### config.mk
export PLATFORM = sky130hd
export DESIGN_NAME = pcsl_top
export DESIGN_NICKNAME = d
export VERILOG_FILES = /design/src/design/pcsl_pkg.sv /design/src/design/pcsl_rule_eval.sv /design/src/design/pcsl_top.sv
export SDC_FILE = /design/constraint.sdc
export NUM_CORES = 2
export LEC_CHECK = 0
export ABC_CLOCK_PERIOD_IN_PS = 5500
export BUFFER_PORTS_ARGS = -buffer_cell sky130_fd_sc_hd__buf_2
export CAP_MARGIN = 25
export CORE_ASPECT_RATIO = 1.75
export CORE_MARGIN = 4
export CORE_UTILIZATION = 58
export CTS_CLUSTER_DIAMETER = 100
export DETAILED_ROUTE_END_ITERATION = 7
export PLACE_DENSITY = 0.78
export SLEW_MARGIN = 20
export SYNTH_ARGS = -nofsm -noshare
export SYNTH_HDL_FRONTEND = slang
export SYNTH_SLANG_ARGS = --single-unit
export TNS_END_PERCENT = 30
### constraint.sdc
create_clock -name CLK -period 5.5 [get_ports CLK]
set_clock_uncertainty 0.15 [all_clocks]
set_input_delay 0.825 -clock CLK [delete_from_list [all_inputs] [get_ports CLK]]
set_output_delay 0.825 -clock CLK [all_outputs]
set_load 0.01 [all_outputs]
### src/design/pcsl_pkg.sv
// Function
// [RL1] active: ttl low, relay on, lamp lit
// [RL2] inactive: ttl high, relay off, lamp off
// [RL3] eight separate channels, each own outputs
// [RL4] auto mode follows rule condition
// [RL5] overrides from panel or host interface
// [RL6] commands: inactive, active, back to auto
// [RL7] power-up: all manual and inactive
// [RL8] never returns to auto by itself
// [RL9] four sources: reading, clock, ion, ttl
// [RL10] rule: source, setpoint, delay, audio
// [RL11] gauge off or faulty: fallback state
// [RL12] analog as output or overload: fallback
// [RL13] switched off: all relays de-energized
// [RL14] stays off until switched on manually
// [RL15] ion gauge settling freezes dependent rules
// [RL16] events logged with stamp, cleared at power; code logs only the lowest changed channel per cycle
// [RL17] delay filters changes, hysteresis separates thresholds
// [RL18] polarity selects below or above setpoint
package pcsl_pkg;
  localparam int NCH = 8;
  localparam int NRD = 4;
  localparam int LOG_DEPTH = 16;
  localparam int CLK_NS = 10;
  localparam int TICK_NS = 1000000;
  localparam int TICK_CYC = (TICK_NS + CLK_NS - 1) / CLK_NS;
  // register byte offsets
  localparam logic [7:0] OFS_STATUS = 8'h00;
  localparam logic [7:0] OFS_CMD = 8'h04;
  localparam logic [7:0] OFS_IRQ_ST = 8'h08;
  localparam logic [7:0] OFS_IRQ_MASK = 8'h0C;
  localparam logic [7:0] OFS_LOG = 8'h10;
  localparam logic [7:0] OFS_TIME = 8'h14;
  localparam logic [7:0] OFS_CH_BASE = 8'h40;
  localparam logic [7:0] OFS_CH_END = 8'hBF;
  localparam logic [1:0] CH_CFG = 2'h0;
  localparam logic [1:0] CH_LEVEL = 2'h1;
  localparam logic [1:0] CH_HYST = 2'h2;
  localparam logic [1:0] CH_DELAY = 2'h3;
  // field positions
  localparam int CFG_SRC_LSB = 0;
  localparam int CFG_SEL_LSB = 2;
  localparam int CFG_POL_BIT = 4;
  localparam int CFG_FB_BIT = 5;
  localparam int CFG_AUD_BIT = 6;
  localparam int CMD_CH_LSB = 0;
  localparam int CMD_OP_LSB = 4;
  localparam int STAT_AUTO_LSB = 8;
  localparam int STAT_PWR_BIT = 16;
  localparam int LOG_VALID_BIT = 20;
  // reset values and fixed choices
  localparam logic [15:0] RST_LEVEL = 16'h0000;
  localparam logic [15:0] RST_HYST = 16'h0000;
  localparam logic [15:0] RST_DELAY = 16'h0000;
  localparam logic [7:0] RST_MASK = 8'h00;
  localparam logic [1:0] ION_READ_IDX = 2'h0;

  typedef enum logic [1:0] {
    PCSL_SRC_READ = 2'b00,
    PCSL_SRC_TOD = 2'b01,
    PCSL_SRC_ION = 2'b10,
    PCSL_SRC_TTL = 2'b11
  } pcsl_src_e;

  typedef enum logic [1:0] {
    PCSL_OP_OFF = 2'b00,
    PCSL_OP_ON = 2'b01,
    PCSL_OP_AUTO = 2'b10
  } pcsl_op_e;

  typedef struct packed {
    pcsl_src_e src;
    logic [1:0] sel;
    logic pol;
    logic fallback;
    logic audio;
    logic [15:0] level;
    logic [15:0] hyst;
    logic [15:0] delay;
  } pcsl_rule_s;

  typedef struct packed {
    logic [NRD-1:0][15:0] value;
    logic [NRD-1:0] ok;
    logic [NRD-1:0] is_out;
    logic [NRD-1:0] ovl;
  } pcsl_gauge_s;

  typedef struct packed {
    logic valid;
    logic [2:0] ch;
    logic [1:0] op;
  } pcsl_cmd_s;

  typedef struct packed {
    logic [2:0] ch;
    logic st;
    logic [15:0] stamp;
  } pcsl_log_s;
endpackage : pcsl_pkg

### src/design/pcsl_rule_eval.sv
`timescale 1ns/1ns
`default_nettype none
module pcsl_rule_eval (
  input wire logic CLK,
  input wire logic RST_N,
  input wire pcsl_pkg::pcsl_rule_s rule,
  input wire logic [15:0] value,
  input wire logic valid,
  input wire logic freeze,
  input wire logic tick,
  output logic active
);
  typedef struct packed {
    logic act;
    logic [15:0] cnt;
  } pcsl_ev_s;

  pcsl_ev_s s_r;
  pcsl_ev_s s_nxt;
  logic [16:0] hi_thr;
  logic [16:0] lo_thr;
  logic on_c;
  logic off_c;
  logic target;

  // thresholds kept 17 bits wide so level plus hysteresis cannot wrap
  assign hi_thr = {1'b0, rule.level} + {1'b0, rule.hyst};
  assign lo_thr = {1'b0, rule.level} - {1'b0, rule.hyst};
  // below: on under level, off above level+hyst; above mirrors it
  assign on_c = rule.pol ? (value > rule.level) : (value < rule.level); // RL18
  assign off_c = rule.pol ? (lo_thr[16] ? 1'b0 : ({1'b0, value} < lo_thr))
                          : ({1'b0, value} > hi_thr); // RL17
  assign target = s_r.act ? ~off_c : on_c;

  // delay counts ms ticks while the new condition holds unbroken
  always_comb begin
    s_nxt = s_r;
    if (!valid) begin
      s_nxt.act = rule.fallback; // RL11 RL12
      s_nxt.cnt = 16'h0000;
    end else if (freeze) begin
      s_nxt = s_r; // RL15
    end else if (target == s_r.act) begin
      s_nxt.cnt = 16'h0000; // RL17
    end else if (s_r.cnt >= rule.delay) begin
      s_nxt.act = target; // RL17
      s_nxt.cnt = 16'h0000;
    end else if (tick) begin
      s_nxt.cnt = s_r.cnt + 16'h0001;
    end
  end

  always_ff @(posedge CLK or negedge RST_N) begin
    if (!RST_N) begin
      s_r <= '0;
    end else begin
      s_r <= s_nxt;
    end
  end

  assign active = s_r.act;
endmodule : pcsl_rule_eval
`default_nettype wire

### src/design/pcsl_top.sv
`timescale 1ns/1ns
`default_nettype none
module pcsl_top #(
  parameter int TICK_CYCLES = pcsl_pkg::TICK_CYC
) (
  input wire logic CLK,
  input wire logic RST_N,
  input wire logic [7:0] ADDR,
  input wire logic [31:0] WDATA,
  input wire logic WR,
  input wire logic RD,
  output logic [31:0] RDATA,
  input wire pcsl_pkg::pcsl_cmd_s PANEL_CMD,
  input wire logic PWR_KEY,
  input wire pcsl_pkg::pcsl_gauge_s GAUGE,
  input wire logic [15:0] TOD_MIN,
  input wire logic ION_EMIS,
  input wire logic ION_SETTLING,
  input wire logic [7:0] TTL_IN,
  output logic [7:0] RELAY,
  output logic [7:0] TTL_OUT_N,
  output logic [7:0] LAMP,
  output logic AUDIO,
  output logic IRQ,
  output logic POWERED
);
  localparam int LW = $clog2(pcsl_pkg::LOG_DEPTH);

  typedef struct packed {
    logic pwr;
    logic [7:0] act;
    logic [7:0] autom;
    logic [7:0] ttl_n;
    logic [7:0] irq_st;
    logic [7:0] irq_mask;
    logic irq;
    logic aud;
    logic [31:0] rdata;
    logic [16:0] tick_cnt;
    logic tick;
    logic [15:0] stamp;
    logic [7:0][54:0] rules;
    logic [pcsl_pkg::LOG_DEPTH-1:0][19:0] log;
    logic [LW-1:0] wp;
    logic [LW-1:0] rp;
    logic [LW:0] cnt;
  } pcsl_st_s;

  pcsl_st_s s_r;
  pcsl_st_s s_nxt;
  logic [7:0] rule_act;
  logic [7:0] ch_valid;
  logic [7:0] ch_freeze;
  logic [7:0][15:0] ch_value;

  // channel registers sit in 16-byte blocks from the channel base
  function automatic logic is_chan(input logic [7:0] a);
    return (a >= pcsl_pkg::OFS_CH_BASE) && (a <= pcsl_pkg::OFS_CH_END);
  endfunction : is_chan

  function automatic logic [2:0] chan_of(input logic [7:0] a);
    logic [7:0] d;
    d = a - pcsl_pkg::OFS_CH_BASE;
    return d[6:4];
  endfunction : chan_of

  function automatic pcsl_pkg::pcsl_rule_s rule_of(input logic [54:0] raw);
    return pcsl_pkg::pcsl_rule_s'(raw);
  endfunction : rule_of

  // source selection per channel; reading validity drives fallback
  for (genvar i = 0; i < pcsl_pkg::NCH; i++) begin : g_ch
    pcsl_pkg::pcsl_rule_s r;
    assign r = rule_of(s_r.rules[i]);
    always_comb begin
      ch_value[i] = 16'h0000;
      ch_valid[i] = 1'b1;
      ch_freeze[i] = 1'b0;
      unique case (r.src)
        pcsl_pkg::PCSL_SRC_READ: begin
          ch_value[i] = GAUGE.value[r.sel]; // RL9
          ch_valid[i] = GAUGE.ok[r.sel] & ~GAUGE.is_out[r.sel] & ~GAUGE.ovl[r.sel]; // RL11 RL12
          ch_freeze[i] = ION_SETTLING && (r.sel == pcsl_pkg::ION_READ_IDX); // RL15
        end
        pcsl_pkg::PCSL_SRC_TOD: begin
          ch_value[i] = TOD_MIN; // RL9
        end
        pcsl_pkg::PCSL_SRC_ION: begin
          ch_value[i] = {15'h0000, ION_EMIS}; // RL9
          ch_freeze[i] = ION_SETTLING; // RL15
        end
        pcsl_pkg::PCSL_SRC_TTL: begin
          ch_value[i] = {15'h0000, TTL_IN[i]}; // RL9
        end
      endcase
    end
    pcsl_rule_eval pcsl_rule_eval_i (
      .CLK(CLK),
      .RST_N(RST_N),
      .rule(r),
      .value(ch_value[i]),
      .valid(ch_valid[i]),
      .freeze(ch_freeze[i]),
      .tick(s_r.tick),
      .active(rule_act[i])
    );
  end

  // whole next state; set of a sticky bit beats its clear
  always_comb begin
    logic [7:0] chg;
    logic [7:0] aud_en;
    logic host_cmd;
    logic [2:0] hch;
    logic [1:0] hop;
    logic pop;
    logic push;
    logic [2:0] lch;
    logic [1:0] fld;
    pcsl_pkg::pcsl_log_s ent;
    pcsl_pkg::pcsl_rule_s rr;
    chg = 8'h00;
    aud_en = 8'h00;
    host_cmd = 1'b0;
    hch = 3'h0;
    hop = 2'h0;
    pop = 1'b0;
    push = 1'b0;
    lch = 3'h0;
    fld = 2'h0;
    ent = '0;
    rr = '0;
    s_nxt = s_r;
    s_nxt.rdata = 32'h0000_0000;
    s_nxt.tick = 1'b0;

    // millisecond tick and time stamp
    if (s_r.tick_cnt >= 17'(TICK_CYCLES - 1)) begin
      s_nxt.tick_cnt = 17'h0_0000;
      s_nxt.tick = 1'b1;
      s_nxt.stamp = s_r.stamp + 16'h0001;
    end else begin
      s_nxt.tick_cnt = s_r.tick_cnt + 17'h0_0001;
    end

    // auto channels follow their rule while powered
    for (int i = 0; i < pcsl_pkg::NCH; i++) begin
      if (s_r.autom[i]) begin
        s_nxt.act[i] = rule_act[i]; // RL4
      end
    end

    // host commands through the register port
    if (WR && (ADDR == pcsl_pkg::OFS_CMD)) begin
      host_cmd = 1'b1;
      hch = WDATA[pcsl_pkg::CMD_CH_LSB +: 3];
      hop = WDATA[pcsl_pkg::CMD_OP_LSB +: 2];
    end
    // host applied first so the panel wins a same-channel clash
    if (host_cmd) begin
      unique case (hop)
        pcsl_pkg::PCSL_OP_OFF: begin
          s_nxt.autom[hch] = 1'b0; // RL6
          s_nxt.act[hch] = 1'b0; // RL5
        end
        pcsl_pkg::PCSL_OP_ON: begin
          s_nxt.autom[hch] = 1'b0; // RL6
          s_nxt.act[hch] = 1'b1; // RL5
        end
        pcsl_pkg::PCSL_OP_AUTO: begin
          s_nxt.autom[hch] = 1'b1; // RL6
        end
        default: begin
        end
      endcase
    end
    if (PANEL_CMD.valid) begin
      unique case (PANEL_CMD.op)
        pcsl_pkg::PCSL_OP_OFF: begin
          s_nxt.autom[PANEL_CMD.ch] = 1'b0; // RL6
          s_nxt.act[PANEL_CMD.ch] = 1'b0; // RL5
        end
        pcsl_pkg::PCSL_OP_ON: begin
          s_nxt.autom[PANEL_CMD.ch] = 1'b0; // RL6
          s_nxt.act[PANEL_CMD.ch] = 1'b1; // RL5
        end
        pcsl_pkg::PCSL_OP_AUTO: begin
          s_nxt.autom[PANEL_CMD.ch] = 1'b1; // RL6
        end
        default: begin
        end
      endcase
    end

    // power key toggles; every switch-on starts manual and inactive
    if (PWR_KEY) begin
      s_nxt.pwr = ~s_r.pwr; // RL14
    end
    if (!s_r.pwr || PWR_KEY) begin
      s_nxt.autom = 8'h00; // RL7 RL8
      s_nxt.act = 8'h00; // RL13
    end

    // events: state changes raise sticky bits and audio
    chg = s_nxt.act ^ s_r.act;
    for (int i = 0; i < pcsl_pkg::NCH; i++) begin
      rr = rule_of(s_r.rules[i]);
      aud_en[i] = rr.audio;
    end
    s_nxt.aud = |(chg & aud_en); // RL10
    s_nxt.ttl_n = ~s_nxt.act; // RL1 RL2

    // register writes
    if (WR && (ADDR == pcsl_pkg::OFS_IRQ_ST)) begin
      s_nxt.irq_st = s_r.irq_st & ~WDATA[7:0];
    end
    s_nxt.irq_st = s_nxt.irq_st | chg;
    if (WR && (ADDR == pcsl_pkg::OFS_IRQ_MASK)) begin
      s_nxt.irq_mask = WDATA[7:0];
    end
    if (WR && is_chan(ADDR)) begin
      lch = chan_of(ADDR);
      fld = ADDR[3:2];
      unique case (fld)
        // register layout differs from the packed rule order, map field by field
        pcsl_pkg::CH_CFG: begin
          s_nxt.rules[lch][54:53] = WDATA[pcsl_pkg::CFG_SRC_LSB +: 2]; // RL10
          s_nxt.rules[lch][52:51] = WDATA[pcsl_pkg::CFG_SEL_LSB +: 2];
          s_nxt.rules[lch][50] = WDATA[pcsl_pkg::CFG_POL_BIT];
          s_nxt.rules[lch][49] = WDATA[pcsl_pkg::CFG_FB_BIT];
          s_nxt.rules[lch][48] = WDATA[pcsl_pkg::CFG_AUD_BIT];
        end
        pcsl_pkg::CH_LEVEL: s_nxt.rules[lch][47:32] = WDATA[15:0];
        pcsl_pkg::CH_HYST: s_nxt.rules[lch][31:16] = WDATA[15:0];
        pcsl_pkg::CH_DELAY: s_nxt.rules[lch][15:0] = WDATA[15:0];
      endcase
    end
    s_nxt.irq = |(s_nxt.irq_st & s_nxt.irq_mask);

    // register reads, data one cycle later
    if (RD) begin
      if (ADDR == pcsl_pkg::OFS_STATUS) begin
        s_nxt.rdata[7:0] = s_r.act;
        s_nxt.rdata[pcsl_pkg::STAT_AUTO_LSB +: 8] = s_r.autom;
        s_nxt.rdata[pcsl_pkg::STAT_PWR_BIT] = s_r.pwr;
      end else if (ADDR == pcsl_pkg::OFS_IRQ_ST) begin
        s_nxt.rdata[7:0] = s_r.irq_st;
      end else if (ADDR == pcsl_pkg::OFS_IRQ_MASK) begin
        s_nxt.rdata[7:0] = s_r.irq_mask;
      end else if (ADDR == pcsl_pkg::OFS_TIME) begin
        s_nxt.rdata[15:0] = s_r.stamp;
      end else if (ADDR == pcsl_pkg::OFS_LOG) begin
        if (s_r.cnt != '0) begin
          pop = 1'b1;
          s_nxt.rdata[19:0] = s_r.log[s_r.rp]; // RL16
          s_nxt.rdata[pcsl_pkg::LOG_VALID_BIT] = 1'b1;
        end
      end else if (is_chan(ADDR)) begin
        lch = chan_of(ADDR);
        unique case (ADDR[3:2])
          pcsl_pkg::CH_CFG: begin
            s_nxt.rdata[pcsl_pkg::CFG_SRC_LSB +: 2] = s_r.rules[lch][54:53];
            s_nxt.rdata[pcsl_pkg::CFG_SEL_LSB +: 2] = s_r.rules[lch][52:51];
            s_nxt.rdata[pcsl_pkg::CFG_POL_BIT] = s_r.rules[lch][50];
            s_nxt.rdata[pcsl_pkg::CFG_FB_BIT] = s_r.rules[lch][49];
            s_nxt.rdata[pcsl_pkg::CFG_AUD_BIT] = s_r.rules[lch][48];
          end
          pcsl_pkg::CH_LEVEL: s_nxt.rdata[15:0] = s_r.rules[lch][47:32];
          pcsl_pkg::CH_HYST: s_nxt.rdata[15:0] = s_r.rules[lch][31:16];
          pcsl_pkg::CH_DELAY: s_nxt.rdata[15:0] = s_r.rules[lch][15:0];
        endcase
      end
    end

    // event log keeps the lowest changed channel; full log drops new events
    for (int i = pcsl_pkg::NCH - 1; i >= 0; i--) begin
      if (chg[i]) begin
        ent.ch = 3'(i);
        ent.st = s_nxt.act[i];
        push = 1'b1;
      end
    end
    ent.stamp = s_r.stamp;
    if (pop) begin
      s_nxt.rp = s_r.rp + 1'b1;
    end
    if (push && (s_r.cnt != (LW + 1)'(pcsl_pkg::LOG_DEPTH))) begin
      s_nxt.log[s_r.wp] = ent; // RL16
      s_nxt.wp = s_r.wp + 1'b1;
      s_nxt.cnt = pop ? s_r.cnt : s_r.cnt + 1'b1;
    end else if (pop) begin
      s_nxt.cnt = s_r.cnt - 1'b1;
    end
  end

  // power-on reset clears the log and leaves the unit switched off
  always_ff @(posedge CLK or negedge RST_N) begin
    if (!RST_N) begin
      s_r <= '0; // RL7 RL14 RL16
      s_r.ttl_n <= 8'hFF; // RL2
      s_r.irq_mask <= pcsl_pkg::RST_MASK;
      for (int i = 0; i < pcsl_pkg::NCH; i++) begin
        s_r.rules[i][47:32] <= pcsl_pkg::RST_LEVEL;
        s_r.rules[i][31:16] <= pcsl_pkg::RST_HYST;
        s_r.rules[i][15:0] <= pcsl_pkg::RST_DELAY;
      end
    end else begin
      s_r <= s_nxt;
    end
  end

  // outputs straight from state flops, one per channel
  assign RELAY = s_r.act; // RL1 RL2 RL3
  assign LAMP = s_r.act; // RL1 RL2
  assign TTL_OUT_N = s_r.ttl_n; // RL1 RL2
  assign AUDIO = s_r.aud;
  assign IRQ = s_r.irq;
  assign RDATA = s_r.rdata;
  assign POWERED = s_r.pwr;
endmodule : pcsl_top
`default_nettype wire

After elaboration in Yosys (flattened, before gate mapping). Index checks and enable logic that the tools add are counted.

Bits in registers: 1007. Input port bits: 153. Output and inout port bits: 59. Logic and storage cells: 620.

Add/sub/neg operators: 31. Magnitude comparators: 60. Equal/unequal tests: 78. Muxes and demuxes: 275. Bitwise operators: 58. Reductions and logical operators: 63.

Operator list (number): bitwise mux 440 bit (8); case mux 440 bit (4 select lines) (1); demux 55 bit (select 3 bit) (8); two-way mux 16 bit (39); case mux 16 bit (4 select lines) (8); two-way mux 17 bit (19); bitwise mux 320 bit (1); binary-select mux 16 bit (select 2 bit) (8); binary-select mux 55 bit (select 3 bit) (1); adder 16 x 1 -> 16 bit (second input constant) (9); adder 16 x 16 -> 17 bit (8); > comparator 16 x 17 -> 1 bit (8); less-than comparator 16 x 17 -> 1 bit (8); subtractor 16 x 16 -> 17 bit (8); greater-or-equal comparator 16 bit (8); > comparator 16 bit (8); less-than comparator 16 bit (8); two-way mux 55 bit (2); two-way mux 1 bit (106); binary-select mux 20 bit (select 4 bit) (1); demux 20 bit (select 4 bit) (1); case mux 8 bit (2 select lines) (4); AND 8 bit (7); two-way mux 53 bit (1); other kinds (56) (285).

Longest topological paths before layout.
Depth after elaboration: 27. Gate-level depth with buffers: 25. Gate-level depth less buffers: 24.

Modules after synthesis. Synthesis repeated with hierarchy kept, for this count alone.

Cell total of the unflattened synthesis: 7834. Area total of the unflattened synthesis: 81373.0 µm².

By module, submodules not included: pcsl_top (instances 1, cells each 3469, area an instance 47773.3 µm², seq. area each 21805.9 µm²); pcsl_rule_eval (g_ch[1].pcsl_rule_eval_i ...) (instances 5, cells each 552, area an instance 4256.6 µm², seq. area each 425.4 µm²); pcsl_rule_eval (g_ch[7].pcsl_rule_eval_i) (instances 1, cells each 547, area an instance 4224.1 µm², seq. area each 425.4 µm²); pcsl_rule_eval (g_ch[4].pcsl_rule_eval_i) (instances 1, cells each 525, area an instance 4105.2 µm², seq. area each 425.4 µm²); pcsl_rule_eval (g_ch[0].pcsl_rule_eval_i) (instances 1, cells each 533, area an instance 3987.6 µm², seq. area each 425.4 µm²).

Worst setup path after synthesis. No wires, ideal clock.

Path kind: register -> register. Start: reg s_r, in the netlist g_ch[6].r[32]. End: reg g_ch[6].pcsl_rule_eval_i.s_r[6] (netlist name). Setup time: 136 ps. Arrival: 5168 ps. Required time: 5214 ps. Path slack: 46 ps. Cell stages (with the launch flop): 25. Path buffers: 1. Clock period less this slack: 5454 ps. Path through: dfrtp_1 inv_1 ha_1 inv_1 fa_1 a211oi_1 o21ai_0 a31oi_1 o21ai_0 nor2_1 nor2_1 nor2_1 o21bai_1 a21oi_1 xor2_1 ha_1 a2111oi_0 a21oi_1 a2111oi_0 or3b_2 a2111oi_2 or2_2 clkbuf_1 or3_1 a21oi_1.

Word-level cells in the longest chain between the ends: 10. Elaborated cells on any way between the ends: 17. Classes of those cells: 2 x add/sub; 4 x order compare; 2 x eq/ne; 7 x mux; 1 x bitwise; 1 x reduce/logical.

Ends and longest elaborated chain: start, declared (RTL line pcsl_top.sv:49) `pcsl_st_s s_r;`; start signal, assigned (RTL line pcsl_top.sv:308) `s_r <= s_nxt;`; subtractor 16 x 16 -> 17 bit (RTL line pcsl_rule_eval.sv:28) `assign lo_thr = {1'b0, rule.level} - {1'b0, rule.hyst};`; less-than comparator 16 x 17 -> 1 bit (RTL line pcsl_rule_eval.sv:31) `assign off_c = rule.pol ? (lo_thr[16] ? 1'b0 : ({1'b0, value} < lo_thr))`; two-way mux 1 bit (2 in a row) (RTL line pcsl_rule_eval.sv:31); inverter 1 bit (RTL line pcsl_rule_eval.sv:33) `assign target = s_r.act ? ~off_c : on_c;`; two-way mux 1 bit (*) (RTL line pcsl_rule_eval.sv:33); equality test 1 bit (*) (RTL line pcsl_rule_eval.sv:43) `end else if (target == s_r.act) begin`; two-way mux 16 bit (RTL line pcsl_rule_eval.sv:43); two-way mux 17 bit (RTL line pcsl_rule_eval.sv:41) `end else if (freeze) begin`; two-way mux 17 bit (RTL line pcsl_rule_eval.sv:38) `if (!valid) begin`; end signal, assigned (RTL line pcsl_rule_eval.sv:57) `s_r <= s_nxt;`; end, declared (RTL line pcsl_rule_eval.sv:18) `pcsl_ev_s s_r;`.

Mark *: on every way between the ends. The rest lies on a longest branch, timed or not. The select of a mux whose other input is x is not followed. A chain may end at the register's enable or synchronous reset.

Final worst setup path.
Start: reg s_r, in the netlist g_ch[0].r[33]. End: reg g_ch[0].pcsl_rule_eval_i.s_r[3] (netlist name).

Word-level cells in the longest chain between the ends: 10. Elaborated cells on any way between the ends: 17. Classes of those cells: 2 x add/sub; 4 x order compare; 2 x eq/ne; 7 x mux; 1 x bitwise; 1 x reduce/logical.

Ends and longest elaborated chain (RTL line): subtractor 16 x 16 -> 17 bit (pcsl_rule_eval.sv:28); less-than comparator 16 x 17 -> 1 bit (pcsl_rule_eval.sv:31); two-way mux 1 bit (2 in a row) (pcsl_rule_eval.sv:31); inverter 1 bit (pcsl_rule_eval.sv:33); two-way mux 1 bit (*) (pcsl_rule_eval.sv:33); equality test 1 bit (*) (pcsl_rule_eval.sv:43); two-way mux 16 bit (pcsl_rule_eval.sv:43); two-way mux 17 bit (pcsl_rule_eval.sv:41); two-way mux 17 bit (pcsl_rule_eval.sv:38); end signal, assigned (pcsl_rule_eval.sv:57); end, declared (pcsl_rule_eval.sv:18).

Marks and branches as above.

==> impl_metrics.ini <==
[synth]
netlist_instances = 7599
avgSynthCellArea_um2 = 10.1
synthAdderAreaFrac = 0.133
yosys_register_bits = 1007
synth-edff-count = 0
ys_warn_count = 0
synth_top_family_by_area = multiplexers
synth_cell_type_count = 91
synth-async-reset-ratio = 1.00
synth_mux_area_frac = 0.205
synth_compound_area_frac = 0.123
yosys.area_share.simple = 0.116
synth_xor_area_frac = 0.0360
synth_ff_type = dfrtp_1
ys_seq_area_frac = 0.330
synth_area_um2 = 76400

[clock_network]
cts_tree = done
clockBufferDepth = 3
clock_latency_ns = 0.76
path_clk_slew_ns = 0.07
htreeDepth = 3
numCtsBuffers = 93
clock-root-buffer = clkbuf_16
cts_sinks = 1007

[pwr]
p_int_uw = 19000
power.clock.fraction = 0.211
ir_drop_mv = 0.336
p_sw_frac = 0.429
switchingPower_uw = 14300
p_seq_frac = 0.284
comb_power_share = 0.505
cellLeakagePower_uw = 0.0395
p_total_uw = 33200
power_density_nw_per_um2 = 391

[global_routing]
antenna_found_initial = 36
grt_max_degree = 133
grtUsageMet3 = 0.141
gr-max-usage-layer = met2
gr-usage-all-layers = 0.421
use_met1 = 0.427
grt_pass1_vias = 66713
grt_first_pass_wirelength_um = 425000
gr-total-overflow = 0
gr-usage-met2 = 0.666

[sta]
setup_viol = 0
worstMarginPinSlew_ns = 1.19
relSlewSlack = 0.205
hold_ws_ns = 0.158
fin_tns_setup_ns = 0
setup_slack_ns = 0.0418
max_clock_freq_mhz = 183
min_period_over_period = 0.992
rsz0062_at_grt = yes
drv_slew = 0
min_period_ns = 5.46
hold_violations = 0

[routing]
vias = 65674
avgRoutedWirePerCell_um = 30.3
drc = 0
wl_um = 291000
dr.first_iter.drc_count = 6902
firstDrtPassIters = 8
vias_per_cell = 6.84
ant_nets = 0

[cells_and_area]
layout-drive-gt1-share = 0.229
syn_to_final_growth_pct = 11.3
mostFrequentLayoutCells = dfrtp_1 (989), ha_1 (776), inv_1 (592)
num-fill-cells = 10068
fin_area_um2 = 85000
fin_nets = 8771
layout_commonest_cell = dfrtp_1

[worst_setup_path]
cp.required_ns = 5.97
arrival_ns = 5.93
critical_path.max_fanout = 7
r2r_cells = 24
cp-start-kind = register
end_kind = register
crit_type = register to register

[run_status]
outcome = finished clean

[die]
num_rows = 175
initial_utilization = 0.585
ios = 212
dieArea_um2 = 138000
die_h_um = 488
core_um2 = 131000
die_w_um = 282

[place]
port_buffers = 184
hpwl_um = 219000
dpl-instance-area_um2 = 80800
gp_congestion = 1.12
place_ws_ns = -0.399

[worst_hold_path]
min_path_cells = 2
hold_path.class = input pin to register

[flow_run]
cap_violations = 0
==> sequential cells by signal, indices dropped and copies added (netlist names) <==
| name | flops |
|---|---|
| AUDIO | 1 |
| IRQ | 1 |
| LAMP | 8 |
| POWERED | 1 |
| RDATA | 21 |
| TTL_OUT_N | 8 |
| g_ch.pcsl_rule_eval_i.active | 8 |
| g_ch.pcsl_rule_eval_i.s_r | 128 |
| g_ch.r | 440 |
| s_r | 391 |
==> path summary, 6_finish.rpt <==
check	start	end	slack, ns
worst max register to register	g_ch[0].r[33]	g_ch[0].pcsl_rule_eval_i.s_r[3]	0.04
worst max-delay path	g_ch[0].r[33]	g_ch[0].pcsl_rule_eval_i.s_r[3]	0.04
worst min-delay path	PWR_KEY	POWERED	0.16
min in group asynchronous	RST_N	s_r[800]	0.55
max in group asynchronous	RST_N	g_ch[0].r[33]	3.23
worst min register to register	s_r[271]	s_r[271]	0.33
==> worst max-delay path: stages (launching register included) <==
cell and delay (ns):
dfrtp_2 0.46, ha_4 0.28, nand2b_1 0.09, a21oi_1 0.07
nor2_1 0.15, o21bai_1 0.12, a221o_1 0.37, a2111oi_2 0.37
buf_4 0.18, o41ai_2 0.08, a21oi_2 0.17, o21ai_2 0.06
xor2_1 0.15, ha_1 0.33, nand3_2 0.09, o21bai_1 0.16
a22o_1 0.24, or4_4 0.44, a31oi_4 0.19, o41ai_4 0.14
a31oi_1 0.19, buf_4 0.22, nor2b_4 0.20, nand2_4 0.12
o311ai_2 0.28
==> cell usage after synthesis (60+ instances only) <==
master	n	share of area
a21oi_1	336	0.022
nor2_1	489	0.024
nor2b_1	76	0.0062
nand4_1	113	0.0093
buf_4	60	0.0059
mux4_2	362	0.11
o21a_1	72	0.0071
nand3_1	128	0.0084
mux2i_1	174	0.023
inv_1	595	0.029
xor2_1	86	0.0099
o21ai_0	478	0.031
a211oi_1	72	0.0071
clkbuf_1	318	0.016
xnor2_1	228	0.026
a21o_1	101	0.0099
mux2_2	514	0.076
dfrtp_1	999	0.33
nor3_1	107	0.0070
nand2_1	582	0.029
ha_1	780	0.13
nand2b_1	89	0.0073
==> logic make-up after synthesis <==
group	Yosys count
compound gates	1495
simple gates	1852
flops	1007
fa+ha+maj	801
other cells	1
mux	1050
buf+inv	1079
xor+xnor	314
==> per-layer routing <==
| metal | vias to the layer above | share of wire |
|---|---|---|
| li1 | 27856 | - |
| met5 | - | 0.00040 |
| met1 | 32176 | 0.31 |
| met4 | 16 | 0.13 |
| met3 | 1664 | 0.10 |
| met2 | 3962 | 0.46 |
==> layout make-up <==
type	count	area, um^2	area share
diodes	24	60.1	0.000706
clock buffers	128	2640	0.0310
clock inverters	44	611	0.00718
inverters	598	2240	0.0264
multi-input cells	5523	47600	0.560
flip-flops and latches	1007	25200	0.297
well taps	1681	2100	0.0247
repair buffers	598	4540	0.0534
==> repair_timing <==
item,4_1_cts,5_1_grt
endpoints found under the setup margin,48,130
cloned,0,2
endpoints found under the hold margin,0,3
hold buffers,0,1
pin swaps,4,56
gates resized for setup,28,140
buffers inserted,1,21
==> through the flow <==
step                       util  cells
after floorplan               -   7609
after global placement    0.619   9380
after detailed placement  0.619   9381
after CTS                 0.644   9554
after global routing      0.651   9583
final                     0.652   9603
==> power groups by stage <==
| stage | Clock (uW) | Combinational [uW] | Sequential, uW |
|---|---|---|---|
| after detailed placement | 0 | 15600 | 9480 |
| after global placement | 0 | 15200 | 9430 |
| after CTS | 7040 | 15800 | 9340 |
| final | 7030 | 16800 | 9430 |
| after global routing | 7340 | 18100 | 9470 |
| after floorplan | 0 | 10500 | 8760 |
No activity file was read; power rests on OpenSTA's default activity.
